## config.mk

```make
export PLATFORM = sky130hd
export DESIGN_NAME = tpw_timer
export DESIGN_NICKNAME = d
export VERILOG_FILES = /design/src/core/tpw_pkg.sv /design/src/core/tpw_timer.sv
export SDC_FILE = /design/constraint.sdc
export NUM_CORES = 1
export LEC_CHECK = 0
export BUFFER_PORTS_ARGS = -buffer_cell sky130_fd_sc_hd__buf_4
export CAP_MARGIN = 20
export CORE_ASPECT_RATIO = 1.5
export CORE_MARGIN = 5
export CORE_UTILIZATION = 55
export DETAILED_ROUTE_END_ITERATION = 10
export GPL_TIMING_DRIVEN = 1
export HOLD_SLACK_MARGIN = 0.15
export PLACE_DENSITY = 0.77
export SLEW_MARGIN = 10
export SYNTH_ARGS = -nofsm -noshare
export SYNTH_HDL_FRONTEND = slang
export SYNTH_SLANG_ARGS = --single-unit
```

## constraint.sdc

```tcl
create_clock -name clk -period 2.9 [get_ports clk]
set_input_delay 0.145 -clock clk [delete_from_list [all_inputs] [get_ports clk]]
set_output_delay 0.145 -clock clk [all_outputs]
set_load 0.05 [all_outputs]
```

## src/core/tpw_pkg.sv

```systemverilog
// package: register map, field positions and constants for the pulse timer
package tpw_pkg;
  // register offsets (byte addresses on the plain register port)
  localparam logic [3:0] ADDR_MODE = 4'h0;  // timer_mode_reg
  localparam logic [3:0] ADDR_PRESC = 4'h4;  // prescaler_reload / live count
  localparam logic [3:0] ADDR_SECOND = 4'h8;  // secondary_reload
  localparam logic [3:0] ADDR_PRIMARY = 4'hC;  // primary_reload / live count
  localparam logic [3:0] ADDR_WAVE = 4'h1;  // wave_ctrl_reg
  localparam logic [3:0] ADDR_TRIG = 4'h2;  // pulse_trigger_ctrl_reg
  localparam logic [3:0] ADDR_EXTIRQ = 4'h3;  // ext_irq_enable_reg
  localparam logic [3:0] ADDR_SRC = 4'h5;  // count source select
  localparam logic [3:0] ADDR_STAT = 4'h6;  // status
  // timer_mode_reg fields
  localparam int MODE_RUN_BIT = 7;  // count_run_bit
  localparam int MODE_OP_LSB = 4;  // op_mode_field, 2 bits
  // wave_ctrl_reg fields
  localparam int WAVE_OS_BIT = 0;  // oneshot_start_bit
  localparam int WAVE_LVL_BIT = 1;  // output_level_sel
  localparam int WAVE_SRC_BIT = 2;  // output_source_sel
  localparam int WAVE_LATCH_BIT = 3;  // port_latch_bit
  // pulse_trigger_ctrl_reg fields
  localparam int TRIG_EN_BIT = 0;  // trigger_enable_bit
  localparam int TRIG_POL_BIT = 1;  // trigger_polarity_bit
  // ext_irq_enable_reg fields
  localparam int EXT_EN_BIT = 0;  // ext_irq_input_enable
  localparam int EXT_BOTH_BIT = 1;  // both_edge_sel
  // op_mode_field encodings
  localparam logic [1:0] OP_WAVE = 2'h1;
  localparam logic [1:0] OP_ONESHOT = 2'h2;
  // count source encodings
  localparam logic [1:0] SRC_F1 = 2'h0;
  localparam logic [1:0] SRC_F2 = 2'h1;
  localparam logic [1:0] SRC_F8 = 2'h2;
  localparam logic [1:0] SRC_NBR = 2'h3;
  localparam logic [2:0] DIV8_TOP = 3'h7;
  localparam logic [7:0] RESET_RELOAD = 8'hFF;
  localparam logic [7:0] COUNT_ZERO = 8'h00;
  typedef enum logic [1:0] {ST_IDLE, ST_PRIMARY, ST_SECONDARY} tpw_phase_e;
endpackage : tpw_pkg

```

## src/core/tpw_timer.sv

```systemverilog
// timer with prescaler: programmable waveform and one-shot pulse modes
// Function
// waveform mode toggles pin each underflow, alternating reloads
// waveform start counts primary value first
// sources f1, f2, f8, neighbour underflow
// phase lengths (pre+1)(reload+1) source cycles
// run bit starts and stops waveform counting
// waveform interrupt after secondary underflow, with output
// waveform writes go to reloads, applied on primary
// primary and prescaler reads return live count
// level select sets phase and pulse levels
// source select picks toggle or port latch
// source select sampled at start or interrupt
// one-shot pulse from primary, secondary ignored
// one-shot length (pre+1)(primary+1) source cycles
// one-shot underflow reloads, clears start; stop reloads
// one-shot starts by software or enabled trigger edge
// trigger during one-shot ignored, ext interrupt still raised
// one-shot ends at reload or software clear
// one-shot interrupt with pulse end
// trigger enable gates pin as one-shot trigger
// polarity only used in single-edge mode
// stopped writes load counter, running reload only
// software orders trigger enable setup and teardown
// run change takes effect at next source edge
// software never changes mode and run together
// idle pin rests at inactive level
module tpw_timer
  import tpw_pkg::*;
#(
  parameter int CW = 8
) (
  input wire logic clk,
  input wire logic srst,
  input wire logic clkEn,
  input wire logic [3:0] regAddr,
  input wire logic [7:0] regWdata,
  input wire logic regWr,
  input wire logic regRd,
  output logic [7:0] regRdata,
  input wire logic nbrUnderflow,
  input wire logic extTriggerPin,
  output logic pulseOutPin,
  output logic timerIrq,
  output logic extIrq
);

  typedef struct packed {
    logic [1:0] opMode;
    logic runReq;
    logic running;
    logic oneshotStart;
    logic levelSel;
    logic srcSel;
    logic srcSelLive;
    logic portLatch;
    logic trigEn;
    logic trigPol;
    logic extEn;
    logic bothEdge;
    logic [1:0] cntSrc;
    logic [2:0] div;
    logic [CW-1:0] preRel;
    logic [CW-1:0] priRel;
    logic [CW-1:0] secRel;
    logic [CW-1:0] preAct;
    logic [CW-1:0] priAct;
    logic [CW-1:0] secAct;
    logic [CW-1:0] preCnt;
    logic [CW-1:0] mainCnt;
    tpw_phase_e phase;
    logic pinLvl;
    logic pinDly;
    logic pendIrq;
    logic trigPrev;
    logic [7:0] rdata;
    logic tIrq;
    logic eIrq;
  } tpw_state_s;

  tpw_state_s st_r;
  tpw_state_s st_nxt;

  logic tick;
  logic wrPri;
  logic wrPre;
  logic wrSec;
  logic wrWave;
  logic wrMode;
  logic trigEdge;
  logic mainUf;
  logic isWave;
  logic isOne;

  // count source select: divider taps or neighbour underflow
  always_comb begin
    unique case (st_r.cntSrc)
      SRC_F1: tick = 1'b1;
      SRC_F2: tick = st_r.div[0];
      SRC_F8: tick = (st_r.div == DIV8_TOP);
      SRC_NBR: tick = nbrUnderflow;
    endcase
  end

  assign wrPri = regWr && (regAddr == ADDR_PRIMARY);
  assign wrPre = regWr && (regAddr == ADDR_PRESC);
  assign wrSec = regWr && (regAddr == ADDR_SECOND);
  assign wrWave = regWr && (regAddr == ADDR_WAVE);
  assign wrMode = regWr && (regAddr == ADDR_MODE);
  assign isWave = (st_r.opMode == OP_WAVE);
  assign isOne = (st_r.opMode == OP_ONESHOT);
  // active edge: both edges, or the polarity-selected one
  assign trigEdge = (extTriggerPin != st_r.trigPrev) &&
    (st_r.bothEdge || (extTriggerPin == st_r.trigPol));
  assign mainUf = (st_r.preCnt == COUNT_ZERO) && (st_r.mainCnt == COUNT_ZERO);

  // next-state logic
  always_comb begin
    st_nxt = st_r;
    st_nxt.div = st_r.div + 3'h1;
    st_nxt.trigPrev = extTriggerPin;
    st_nxt.tIrq = 1'b0;
    st_nxt.eIrq = st_r.extEn && (extTriggerPin != st_r.trigPrev) &&
      (st_r.bothEdge || (extTriggerPin == st_r.trigPol));
    // register writes
    if (wrMode) begin
      st_nxt.runReq = regWdata[MODE_RUN_BIT];
      st_nxt.opMode = regWdata[MODE_OP_LSB +: 2];
    end
    if (wrWave) begin
      st_nxt.levelSel = regWdata[WAVE_LVL_BIT];
      st_nxt.srcSel = regWdata[WAVE_SRC_BIT];
      st_nxt.portLatch = regWdata[WAVE_LATCH_BIT];
      if (regWdata[WAVE_OS_BIT] && st_r.running && isOne && st_r.phase == ST_IDLE) begin
        st_nxt.oneshotStart = 1'b1;
      end else if (!regWdata[WAVE_OS_BIT]) begin
        st_nxt.oneshotStart = 1'b0;
      end
    end
    if (regWr && regAddr == ADDR_TRIG) begin
      st_nxt.trigEn = regWdata[TRIG_EN_BIT];
      st_nxt.trigPol = regWdata[TRIG_POL_BIT];
    end
    if (regWr && regAddr == ADDR_EXTIRQ) begin
      st_nxt.extEn = regWdata[EXT_EN_BIT];
      st_nxt.bothEdge = regWdata[EXT_BOTH_BIT];
    end
    if (regWr && regAddr == ADDR_SRC) begin
      st_nxt.cntSrc = regWdata[1:0];
    end
    // reload registers always take writes
    if (wrPre) st_nxt.preRel = regWdata[CW-1:0];
    if (wrSec) st_nxt.secRel = regWdata[CW-1:0];
    if (wrPri) begin
      st_nxt.priRel = regWdata[CW-1:0];
      // writing primary commits the set
      st_nxt.preAct = wrPre ? regWdata[CW-1:0] : st_r.preRel;
      st_nxt.priAct = regWdata[CW-1:0];
      st_nxt.secAct = st_r.secRel;
    end
    if (isOne && !st_r.running) begin
      if (wrPre) st_nxt.preAct = regWdata[CW-1:0];
      if (wrPri) st_nxt.priAct = regWdata[CW-1:0];
    end
    // stopped writes also load the live counters
    if (!st_r.running) begin
      if (wrPre) st_nxt.preCnt = regWdata[CW-1:0];
      if (wrPri) st_nxt.mainCnt = regWdata[CW-1:0];
    end
    // trigger pin edge as one-shot start
    if (isOne && st_r.running && st_r.trigEn && st_r.extEn && trigEdge &&
        st_r.phase == ST_IDLE) begin
      st_nxt.oneshotStart = 1'b1;
    end
    // pending underflow interrupt and output change
    if (st_r.pendIrq && tick) begin
      st_nxt.pendIrq = 1'b0;
      st_nxt.tIrq = 1'b1;
      st_nxt.srcSelLive = st_r.srcSel;
    end
    if (tick) begin
      st_nxt.running = st_r.runReq;
      if (!st_r.running && st_r.runReq) begin
        st_nxt.srcSelLive = st_r.srcSel;
        if (isWave) begin
          st_nxt.phase = ST_PRIMARY;
          st_nxt.preCnt = st_r.preAct;
          st_nxt.mainCnt = st_r.priAct;
          st_nxt.pinLvl = !st_r.levelSel;
        end
      end else if (st_r.running && !st_r.runReq) begin
        st_nxt.phase = ST_IDLE;
        st_nxt.oneshotStart = 1'b0;
        st_nxt.preCnt = st_r.preAct;
        st_nxt.mainCnt = st_r.priAct;
        st_nxt.pinLvl = st_r.levelSel;
      end else if (st_r.running) begin
        if (isOne && st_r.phase == ST_IDLE && st_r.oneshotStart) begin
          st_nxt.phase = ST_PRIMARY;
          st_nxt.pinLvl = !st_r.levelSel;
          st_nxt.preCnt = st_r.preAct;
          st_nxt.mainCnt = st_r.priAct;
        end else if (isOne && st_r.phase != ST_IDLE && !st_r.oneshotStart) begin
          st_nxt.phase = ST_IDLE;
          st_nxt.preCnt = st_r.preAct;
          st_nxt.mainCnt = st_r.priAct;
          st_nxt.pinLvl = st_r.levelSel;
        end else if (st_r.phase != ST_IDLE) begin
          if (st_r.preCnt != COUNT_ZERO) begin
            st_nxt.preCnt = st_r.preCnt - 1'b1;
          end else begin
            st_nxt.preCnt = st_r.preAct;
            if (st_r.mainCnt != COUNT_ZERO) begin
              st_nxt.mainCnt = st_r.mainCnt - 1'b1;
            end
          end
          if (mainUf) begin
            if (isOne) begin
              st_nxt.phase = ST_IDLE;
              st_nxt.oneshotStart = 1'b0;
              st_nxt.mainCnt = st_r.priAct;
              st_nxt.pendIrq = 1'b1;
              st_nxt.pinLvl = st_r.levelSel;
            end else if (st_r.phase == ST_PRIMARY) begin
              st_nxt.phase = ST_SECONDARY;
              st_nxt.mainCnt = st_r.secAct;  // ignores this in one-shot
              st_nxt.pinLvl = st_r.levelSel;
            end else begin
              st_nxt.phase = ST_PRIMARY;
              st_nxt.mainCnt = st_r.priAct;
              st_nxt.pendIrq = 1'b1;
              st_nxt.pinLvl = !st_r.levelSel;
            end
          end
        end
      end
    end
    // pin trails the phase level by one tick, so each irq meets its pin edge
    if (st_r.phase == ST_IDLE && !st_r.pendIrq) begin
      st_nxt.pinDly = st_r.levelSel;
    end else if (tick) begin
      st_nxt.pinDly = st_r.pinLvl;
    end
    // read port: primary and prescaler return live count
    st_nxt.rdata = 8'h00;
    if (regRd) begin
      unique case (regAddr)
        ADDR_MODE: st_nxt.rdata = {st_r.running, 1'b0, st_r.opMode, 4'h0};
        ADDR_WAVE: st_nxt.rdata = {4'h0, st_r.portLatch, st_r.srcSel,
                                   st_r.levelSel, st_r.oneshotStart};
        ADDR_TRIG: st_nxt.rdata = {6'h00, st_r.trigPol, st_r.trigEn};
        ADDR_EXTIRQ: st_nxt.rdata = {6'h00, st_r.bothEdge, st_r.extEn};
        ADDR_SRC: st_nxt.rdata = {6'h00, st_r.cntSrc};
        ADDR_PRESC: st_nxt.rdata = 8'(st_r.preCnt);
        ADDR_PRIMARY: st_nxt.rdata = 8'(st_r.mainCnt);
        ADDR_SECOND: st_nxt.rdata = 8'(st_r.secRel);
        ADDR_STAT: st_nxt.rdata = {5'h00, st_r.pendIrq, st_r.phase};
        default: st_nxt.rdata = 8'h00;
      endcase
    end
  end

  // state register with clock enable
  always_ff @(posedge clk) begin
    if (srst) begin
      st_r <= '0;
      st_r.preRel <= RESET_RELOAD;
      st_r.priRel <= RESET_RELOAD;
      st_r.secRel <= RESET_RELOAD;
      st_r.preAct <= RESET_RELOAD;
      st_r.priAct <= RESET_RELOAD;
      st_r.secAct <= RESET_RELOAD;
      st_r.preCnt <= RESET_RELOAD;
      st_r.mainCnt <= RESET_RELOAD;
      st_r.phase <= ST_IDLE;
    end else if (clkEn) begin
      st_r <= st_nxt;
    end
  end

  // pin: toggle waveform or port latch copy
  assign pulseOutPin = (isWave && st_r.srcSelLive) ? st_r.portLatch : st_r.pinDly;
  assign timerIrq = st_r.tIrq;
  assign extIrq = st_r.eIrq;
  assign regRdata = st_r.rdata;

  // checks

  // one-shot underflow ends the pulse and clears the start bit
  a_oneshot_clear: assert property (@(posedge clk) disable iff (srst)
    clkEn && tick && isOne && st_r.running && st_r.runReq && st_r.phase != ST_IDLE &&
    st_r.oneshotStart && mainUf |=> !st_r.oneshotStart && st_r.phase == ST_IDLE)
    else $error("one-shot did not end on underflow");

  // timer irq only follows a pending underflow
  a_irq_pending: assert property (@(posedge clk) disable iff (srst)
    timerIrq |-> $past(st_r.pendIrq))
    else $error("timer irq without pending underflow");

  // timer irq is a single-cycle pulse
  a_irq_single: assert property (@(posedge clk) disable iff (srst)
    clkEn && timerIrq |=> !timerIrq)
    else $error("timer irq longer than one cycle");

  // waveform irq lands with the change back to the primary level
  a_wave_irq_edge: assert property (@(posedge clk) disable iff (srst)
    isWave && timerIrq && !st_r.srcSelLive && !$past(st_r.srcSelLive) &&
    $stable(st_r.levelSel) |-> pulseOutPin == !st_r.levelSel &&
    $past(pulseOutPin) == st_r.levelSel)
    else $error("waveform irq not with output change");

  // one-shot irq lands with the end of the pulse
  a_oneshot_irq_end: assert property (@(posedge clk) disable iff (srst)
    isOne && timerIrq |-> pulseOutPin == st_r.levelSel)
    else $error("one-shot irq before pulse end");

  // stop reloads the counter on the same tick that halts it
  a_stop_reload: assert property (@(posedge clk) disable iff (srst)
    clkEn && tick && st_r.running && !st_r.runReq |=> st_r.phase == ST_IDLE &&
    st_r.mainCnt == st_r.priAct)
    else $error("stop did not reload counter");

  // waveform start enters the primary phase
  a_wave_start: assert property (@(posedge clk) disable iff (srst)
    clkEn && tick && isWave && !st_r.running && st_r.runReq |=> st_r.phase == ST_PRIMARY)
    else $error("waveform did not start in primary");

  // run state follows the request at a source edge
  a_run_follow: assert property (@(posedge clk) disable iff (srst)
    clkEn && tick |=> st_r.running == $past(st_r.runReq))
    else $error("run state missed source edge");

  // stopped primary write loads the live counter
  a_stopped_write: assert property (@(posedge clk) disable iff (srst)
    clkEn && wrPri && !st_r.running |=> st_r.mainCnt == $past(regWdata))
    else $error("stopped write missed counter");

  // idle pin rests at the inactive level
  a_idle_level: assert property (@(posedge clk) disable iff (srst)
    isOne && st_r.phase == ST_IDLE && !st_r.pendIrq && $stable(st_r.levelSel) &&
    $past(st_r.phase) == ST_IDLE |-> pulseOutPin == st_r.levelSel)
    else $error("idle pin not inactive");

  // every active edge raises the external irq while its input is enabled
  a_ext_irq: assert property (@(posedge clk) disable iff (srst)
    clkEn && st_r.extEn && trigEdge |=> extIrq)
    else $error("ext irq missing");

  // start bit refused while stopped
  a_os_refused: assert property (@(posedge clk) disable iff (srst)
    clkEn && wrWave && regWdata[WAVE_OS_BIT] && !st_r.running |=> !st_r.oneshotStart)
    else $error("one-shot armed while stopped");

  // trigger pin cannot arm a one-shot when disabled
  a_trig_disabled: assert property (@(posedge clk) disable iff (srst)
    clkEn && isOne && !st_r.trigEn && !st_r.oneshotStart && !wrWave |=> !st_r.oneshotStart)
    else $error("disabled trigger armed one-shot");

  // read data stands only in the cycle after a read
  a_rdata_idle: assert property (@(posedge clk) disable iff (srst)
    clkEn && !regRd |=> regRdata == 8'h00)
    else $error("read data outside read slot");

  // low clock enable freezes all state
  a_freeze: assert property (@(posedge clk) disable iff (srst)
    !clkEn |=> $stable(st_r))
    else $error("state moved with clock enable low");

  // main scenarios
  c_wave_period: cover property (@(posedge clk) isWave && timerIrq);
  c_oneshot_done: cover property (@(posedge clk) isOne && timerIrq);
  c_trig_ignored: cover property (@(posedge clk) isOne && st_r.phase != ST_IDLE && extIrq);
  c_wave_latch: cover property (@(posedge clk) isWave && st_r.running && st_r.srcSelLive);
  c_sw_clear: cover property (@(posedge clk)
    isOne && wrWave && !regWdata[WAVE_OS_BIT] && st_r.phase != ST_IDLE);

endmodule : tpw_timer

```

==> impl_results.md, run 1 <==
- Tmin final: 2600 ps
- Maximum VDD drop: approximately 0.42 mV
- Pwr per Cell Area: between 400 and 500 nW/µm²
- DP Wirelength: ~14 mm
- Hold_buf cts: 5
- Post-synth EDFFs: 0
- Yosys top cell by area: dfxtp_1
- Largest net degree at the start of global routing: 86
- Worst setup SP type: flop
- Yosys top cell area share: between 30% and 40%
- Clk_lat worst skew: about 350 ps
- Via density: between 6 and 7
- Worst relative slew slack: between 40 and 50%
- Post-synthesis cell count: between 700 and 800
- Post-layout net count: 760
- Setup TNS: 0 ps
- Critical path's slowest cell: or3b_2
- Final Max Slew Viols: 0
- Die height: 135 µm
- WL final: between 15 and 20 mm
- WP buf/inv: 1
- Wire per inst: around 23 µm
- Worst Skew: 14.3 ps
- Largest family of logic cells by synthesized area: compound AO/OA/AOI/OAI gates
- Setup CP Type: reg2reg
- YS warnings: 0
- Clock transition at path regs: around 70 ps
- Most frequent CP cell: a21oi_1
- CTS H-tree depth: 3
- IO Count: 30
- Iteration-0 DRC Markers: 769
- CTS sink count: 90
- Non-filler instance count after layout: a little under 900
- Final setup fails: 0
- 1st-pass router iterations: 8
- Hold wc startpoint: regWdata[2]
- Xor and xnor fraction of the mapped netlist area: 1.22%
- Complex-gate fraction of the synthesized area: between 20% and 30%
- Syn avg cell area: just under 8 µm²
- CP endpoint kind: flop
- CTS tree: yes
- Reg2reg start: st_r[16]
- CP Max Fanout: 9
- Initial antenna violation count: 0
- Crit path required time: 3160 ps
- Synth area leaders: dfxtp_1, mux2i_1, a21oi_1, nor2_1, a211o_1
- Syn nets: roughly 760
- Max cap viols: 0
- Die area: 12700 µm²
- Hold depth: 2
- # DRC: 1
- Delay-heaviest family, CP: simple AND/OR/NAND/NOR gates
- Aggregate global routing overflow: 0
- Core outline area: 10200 µm²
- Gpl congestion: roughly 1.0
- Root Buffer: clkbuf_16
- Layout cells sized above 1: approximately an eighth
- Final hold vios: 0
- CTS Buf Count: 9
- Async SR Flop Fraction: 0%
- Die width: between 90 and 100 µm
- Sequential share of the synthesized area: 31.3%
- Leak: between 2 and 3 nW
- Failing checks: DRC
- Inserted Diodes: 0
- Mux cell area share after synthesis: under 10%
- R2R Path End: st_r[13]
- Via count: between 5000 and 6000
- Dominant synthesized flop cell: dfxtp_1
- Clock Tree Buf Depth: 2
- R2R depth: 8
- Commonest non-fill, non-tap cells in the layout: dfxtp_1, nor2_1, nand2_1, a21oi_1, buf_4
- PostCTS Resize Cnt: 0
- Seq cells post-synth: 90
- Vias in the first global route: roughly 5600
- Worst EP arrival: approximately 2900 ps
- Initial Utilization: 56.5%
- I/O Buffers: 29
- Commonest non-fill, non-tap cell in the layout: dfxtp_1
- Simple-gate share of the synthesized area: between 20% and 30%
- Placed cells: between 800 and 900
- Least-Margin Pin Slew: 840 ps
- Post-route ant nets: 0
- Worst Hold End: st_r[58]
- Area Growth Syn to Fin: 10.7%
- Post-CTS setup buffers: 0
- Post-Synth Adder-Cell Area: roughly 1.7%
- Min-delay worst type: in2reg
- Final worst-path cycle share: approximately nine tenths
- Synth unique cells: 64
- Global-route wire length before repair: just over 30 mm
- Status: finished with violations
- RSZ-0062 raised after global routing: false
- Post-Syn Area: ~5800 µm²
- Crit path cell chain: inv_1, ha_1, or3b_2, nor2_1, a21oi_1, nor3_1, a21oi_1, a211oi_1
- Fmax: 385 MHz
- Row count: 45
- Worst path max stage delay: around 580 ps
- GRT Util Overall: between 30% and 40%
- R2R setup slack: 300 ps
[sequential cells by signal (all words and copies together) (netlist names), named ones only]
name,count
timerIrq,1
regRdata,8
st_r,71
extIrq,1
[per-stage QoR]
stage | hold WS (ps) | util, % | setup slack (ps) | total power, mW | instance area, µm²
final | 169 | 62.5 | 303 | 2.73 | 6370
after global routing | 163 | 62.5 | 101 | 2.82 | 6370
after CTS | 160 | 62.5 | 346 | 2.73 | 6370
after detailed placement | 423 | 59.1 | 352 | 1.56 | 6020
after global placement | 413 | 59.1 | 434 | 1.56 | 6020
after floorplan | 263 | - | 533 | 1.47 | 5750
[routing by layer]
layer / part of all wire [%] / global-route usage [%] / vias to the layer above
met3: 7.9 / 5.89 / 106
met2: 48 / 52.2 / 361
li1: - / - / 2691
met4: 7.9 / 24.0 / 0
met5: 0 / 0 / -
met1: 36 / 36.3 / 2753
[worst reg2reg max path, cell delays in order (launching register included)]
cell and delay, ps:
dfxtp_1 380, inv_1 90, ha_1 170, or3b_2 580, nor2_1 510, a21oi_1 160
nor3_1 270, a21oi_1 110, a211oi_1 250
[worst max path at each step]
stage                   from       end  slack [ps]  cells after the start
floorplan           st_r[16]  st_r[15]         530                     10
CTS                 st_r[16]  st_r[13]         350                      8
detailed placement  st_r[24]  st_r[15]         350                      8
finish              st_r[16]  st_r[13]         300                      8
global route        st_r[24]  st_r[15]         100                      8
global placement    st_r[24]  st_r[15]         430                      8
[cells in the mapped netlist (11+ instances only)]
cell,number
nor3_1,18
clkbuf_1,53
nand3_1,16
nand2b_1,14
o21ai_0,36
nor2b_1,37
dfxtp_1,90
nor2_1,74
o22ai_1,11
inv_1,16
nand2_1,60
mux2i_1,36
a211o_1,28
a31oi_1,13
a21oi_1,60
[power by group]
group | internal [mW] | leakage [nW] | switching, mW
clock | 0.689 | 0.146 | 0.489
sequential | 1.26 | 0.730 | 0.0234
combinational | 0.0994 | 1.63 | 0.169
[kinds of logic after synthesis]
| kind of cell | Yosys count |
|---|---|
| AO/OA/AOI/OAI | 231 |
| XOR/XNOR | 8 |
| adder cells (fa/ha/maj) | 8 |
| buffers and inverters | 84 |
| flip-flops | 90 |
| multiplexers | 44 |
| AND/OR/NAND/NOR | 267 |
[layout make-up]
| cell class | count | area, µm² |
|---|---|---|
| timing repair buffer | 58 | 448 |
| clock buffer | 11 | 243 |
| sequential | 90 | 1800 |
| clock inverter | 4 | 52.6 |
| fill | 925 | 3820 |
| multi-input combinational | 558 | 3590 |
| inverter | 16 | 60.1 |
| tap | 141 | 176 |
Note: power is estimated with default switching activity, not from simulation.
==> inputs of run 2 (changes only) <==
BUFFER_PORTS_ARGS = -buffer_cell sky130_fd_sc_hd__buf_2   (was -buffer_cell sky130_fd_sc_hd__buf_4)
==> run 2 against run 1 <==
Against the previous run:
- the flow now finishes without violations
- clock power rose by 17%
- routed wire length rose by 1.9%
- sequential power barely moved
- count of clock-buffer cells in the layout did not move
- combinational power fell by 3%
- fmax fell by 3.3%
- hold slack improved by 15 ps
- largest cell class unchanged
==> impl_results.md, run 2 (synthesized netlist as in run 1, its figures left out) <==
- Tmin final: 2680 ps
- Global-route wire length before repair: between 30 and 40 mm
- Levels on crit path: 8
- CP Max Fanout: 13
- R2R setup slack: 220 ps
- Delay-heaviest family, CP: simple AND/OR/NAND/NOR gates
- GRT Util Overall: 32.6%
- Layout cells sized above 1: roughly an eighth
- Initial antenna violation count: 0
- Root Buffer: clkbuf_16
- RSZ-0062 raised after global routing: false
- Final Hold Slack: approximately 180 ps
- CTS H-tree depth: 3
- CTS Buf Count: 9
- Worst Skew: around 8.8 ps
- Clock Tree Buf Depth: 2
- Initial Utilization: between 50 and 60%
- DP Area: 6000 µm²
- R2R depth: 8
- Worst setup SP type: flop
- Inserted Diodes: 0
- Iteration-0 DRC Markers: 728
- Final hold vios: 0
- Fmax: ~370 MHz
- Via count: approximately 6000
- IO Count: 30
- Final setup fails: 0
- Row count: 45
- Leak: ~2.5 nW
- Largest Register: st_r
- R2R Path End: st_r[19]
- WP buf/inv: 1
- CTS sink count: 90
- Vias in the first global route: approximately 5600
- Largest net degree at the start of global routing: just over 50
- I/O Buffers: 29
- Worst relative slew slack: between 50% and 60%
- Critical path's slowest cell: o21a_1
- Die area: approximately 13000 µm²
- WL final: just over 20 mm
- Post-layout net count: 763
- Commonest non-fill, non-tap cell in the layout: dfxtp_1
- Aggregate global routing overflow: 0
- Clock transition at path regs: about 60 ps
- Via density: ~6.7
- FF/Latch Area: approximately 1800 µm²
- Area Growth Syn to Fin: 10.6%
- # DRC: 0
- Gpl congestion: between 1 and 1.5
- Min-delay worst type: in2reg
- Core outline area: between 10000 and 15000 µm²
- Least-Margin Pin Slew: 649 ps
- PostCTS Resize Cnt: 0
- Pwr per Cell Area: around 460 nW/µm²
- Largest register FFs: 71
- Die width: slightly above 90 µm
- Non-filler instance count after layout: between 800 and 900
- Commonest non-fill, non-tap cells in the layout: dfxtp_1, nor2_1, nand2_1, a21oi_1, nor2b_1
- Multi-input gate area: approximately 3600 µm²
- Final Util: ~62%
- Clk_lat worst skew: approximately 340 ps
- Maximum VDD drop: between 0.4 and 0.5 mV
- Crit path required time: between 3000 and 4000 ps
- Final worst-path cycle share: a little over 90%
- 1st-pass router iterations: 5
- Worst setup path endpoint: st_r[19]
- Post-route ant nets: 0
- Status: completed
- Fillers: 900
- CP endpoint kind: flop
- Placed cells: just under 900
- Max cap viols: 0
- Worst path max stage delay: roughly 570 ps
- Final Max Slew Viols: 0
- Worst EP arrival: 2910 ps
- CTS tree: yes
- Reg2reg start: st_r[24]
- Setup CP Type: reg2reg
- Setup TNS: 0 ps
- Critical Path Source: st_r[24]
- Fin area: 6360 µm²
- Wire per inst: between 20 and 25 µm
- Die height: between 100 and 150 µm
- Crit path cell chain: inv_1, ha_1, or3b_2, nor3_2, o21a_1, o221ai_1, nor3_1, nor2_1
- DP Wirelength: between 10 and 15 mm
- Hold wc startpoint: regWdata[6]
[run 2: changes by cell type in the layout (fill, tap and decap cells not counted)]
cell / change
buf_4: -22
clkinv_4: -1
clkinv_2: -1
bufinv_16: +2
clkbuf_8: +1
clkbuf_1: -1
dlygate4sd3_1: -4
buf_2: +29
[run 2: how the worst min path moves through the flow]
stage / end / cells past startpoint / slack (ps)
after floorplan: flop / 1 / 260
after global placement: st_r[10] / 3 / 440
after detailed placement: st_r[10] / 3 / 460
after CTS: st_r[78] / 3 / 170
after global routing: flop / 2 / 190
final: st_r[78] / 3 / 180
[run 2: cell type report]
cell class,instances,share of cell area [%]
multi-input combinational,558,56.4
sequential,90,28.3
timing repair buffer,61,6.10
clock buffer,11,3.97
tap,141,2.77
clock inverter,4,1.55
inverter,16,0.944
[run 2: worst min-delay path, stage by stage]
cell      delay, ps
buf_2           170
nand2_1          80
nand3b_1         70
[run 2: metal layers]
metal	GRT usage, %	part of all wire, %
met1	38.8	38
met2	53.8	48
met4	20.9	6.7
met5	0	0
met3	5.23	7.2
[run 2: stage by stage]
stage                     power, mW  setup slack [ps]
after global routing           3.00              66.0
after floorplan                1.47               533
after detailed placement       1.56               362
after CTS                      2.93               327
final                          2.92               216
after global placement         1.55               433
[run 2: where the power goes]
group | total [mW] | internal [mW] | switching (mW) | leakage, nW
logic | 0.260 | 0.0907 | 0.170 | 1.63
registers | 1.28 | 1.26 | 0.0226 | 0.730
clock network | 1.38 | 0.887 | 0.496 | 0.172
total | 2.92 | 2.23 | 0.688 | 2.53
[run 2: timing repair]
| action | 4_1_cts | 5_1_grt |
|---|---|---|
| hold buffers | 1 | 0 |
| buffers inserted | 0 | 0 |
| endpoints found under the hold margin | 1 | 0 |
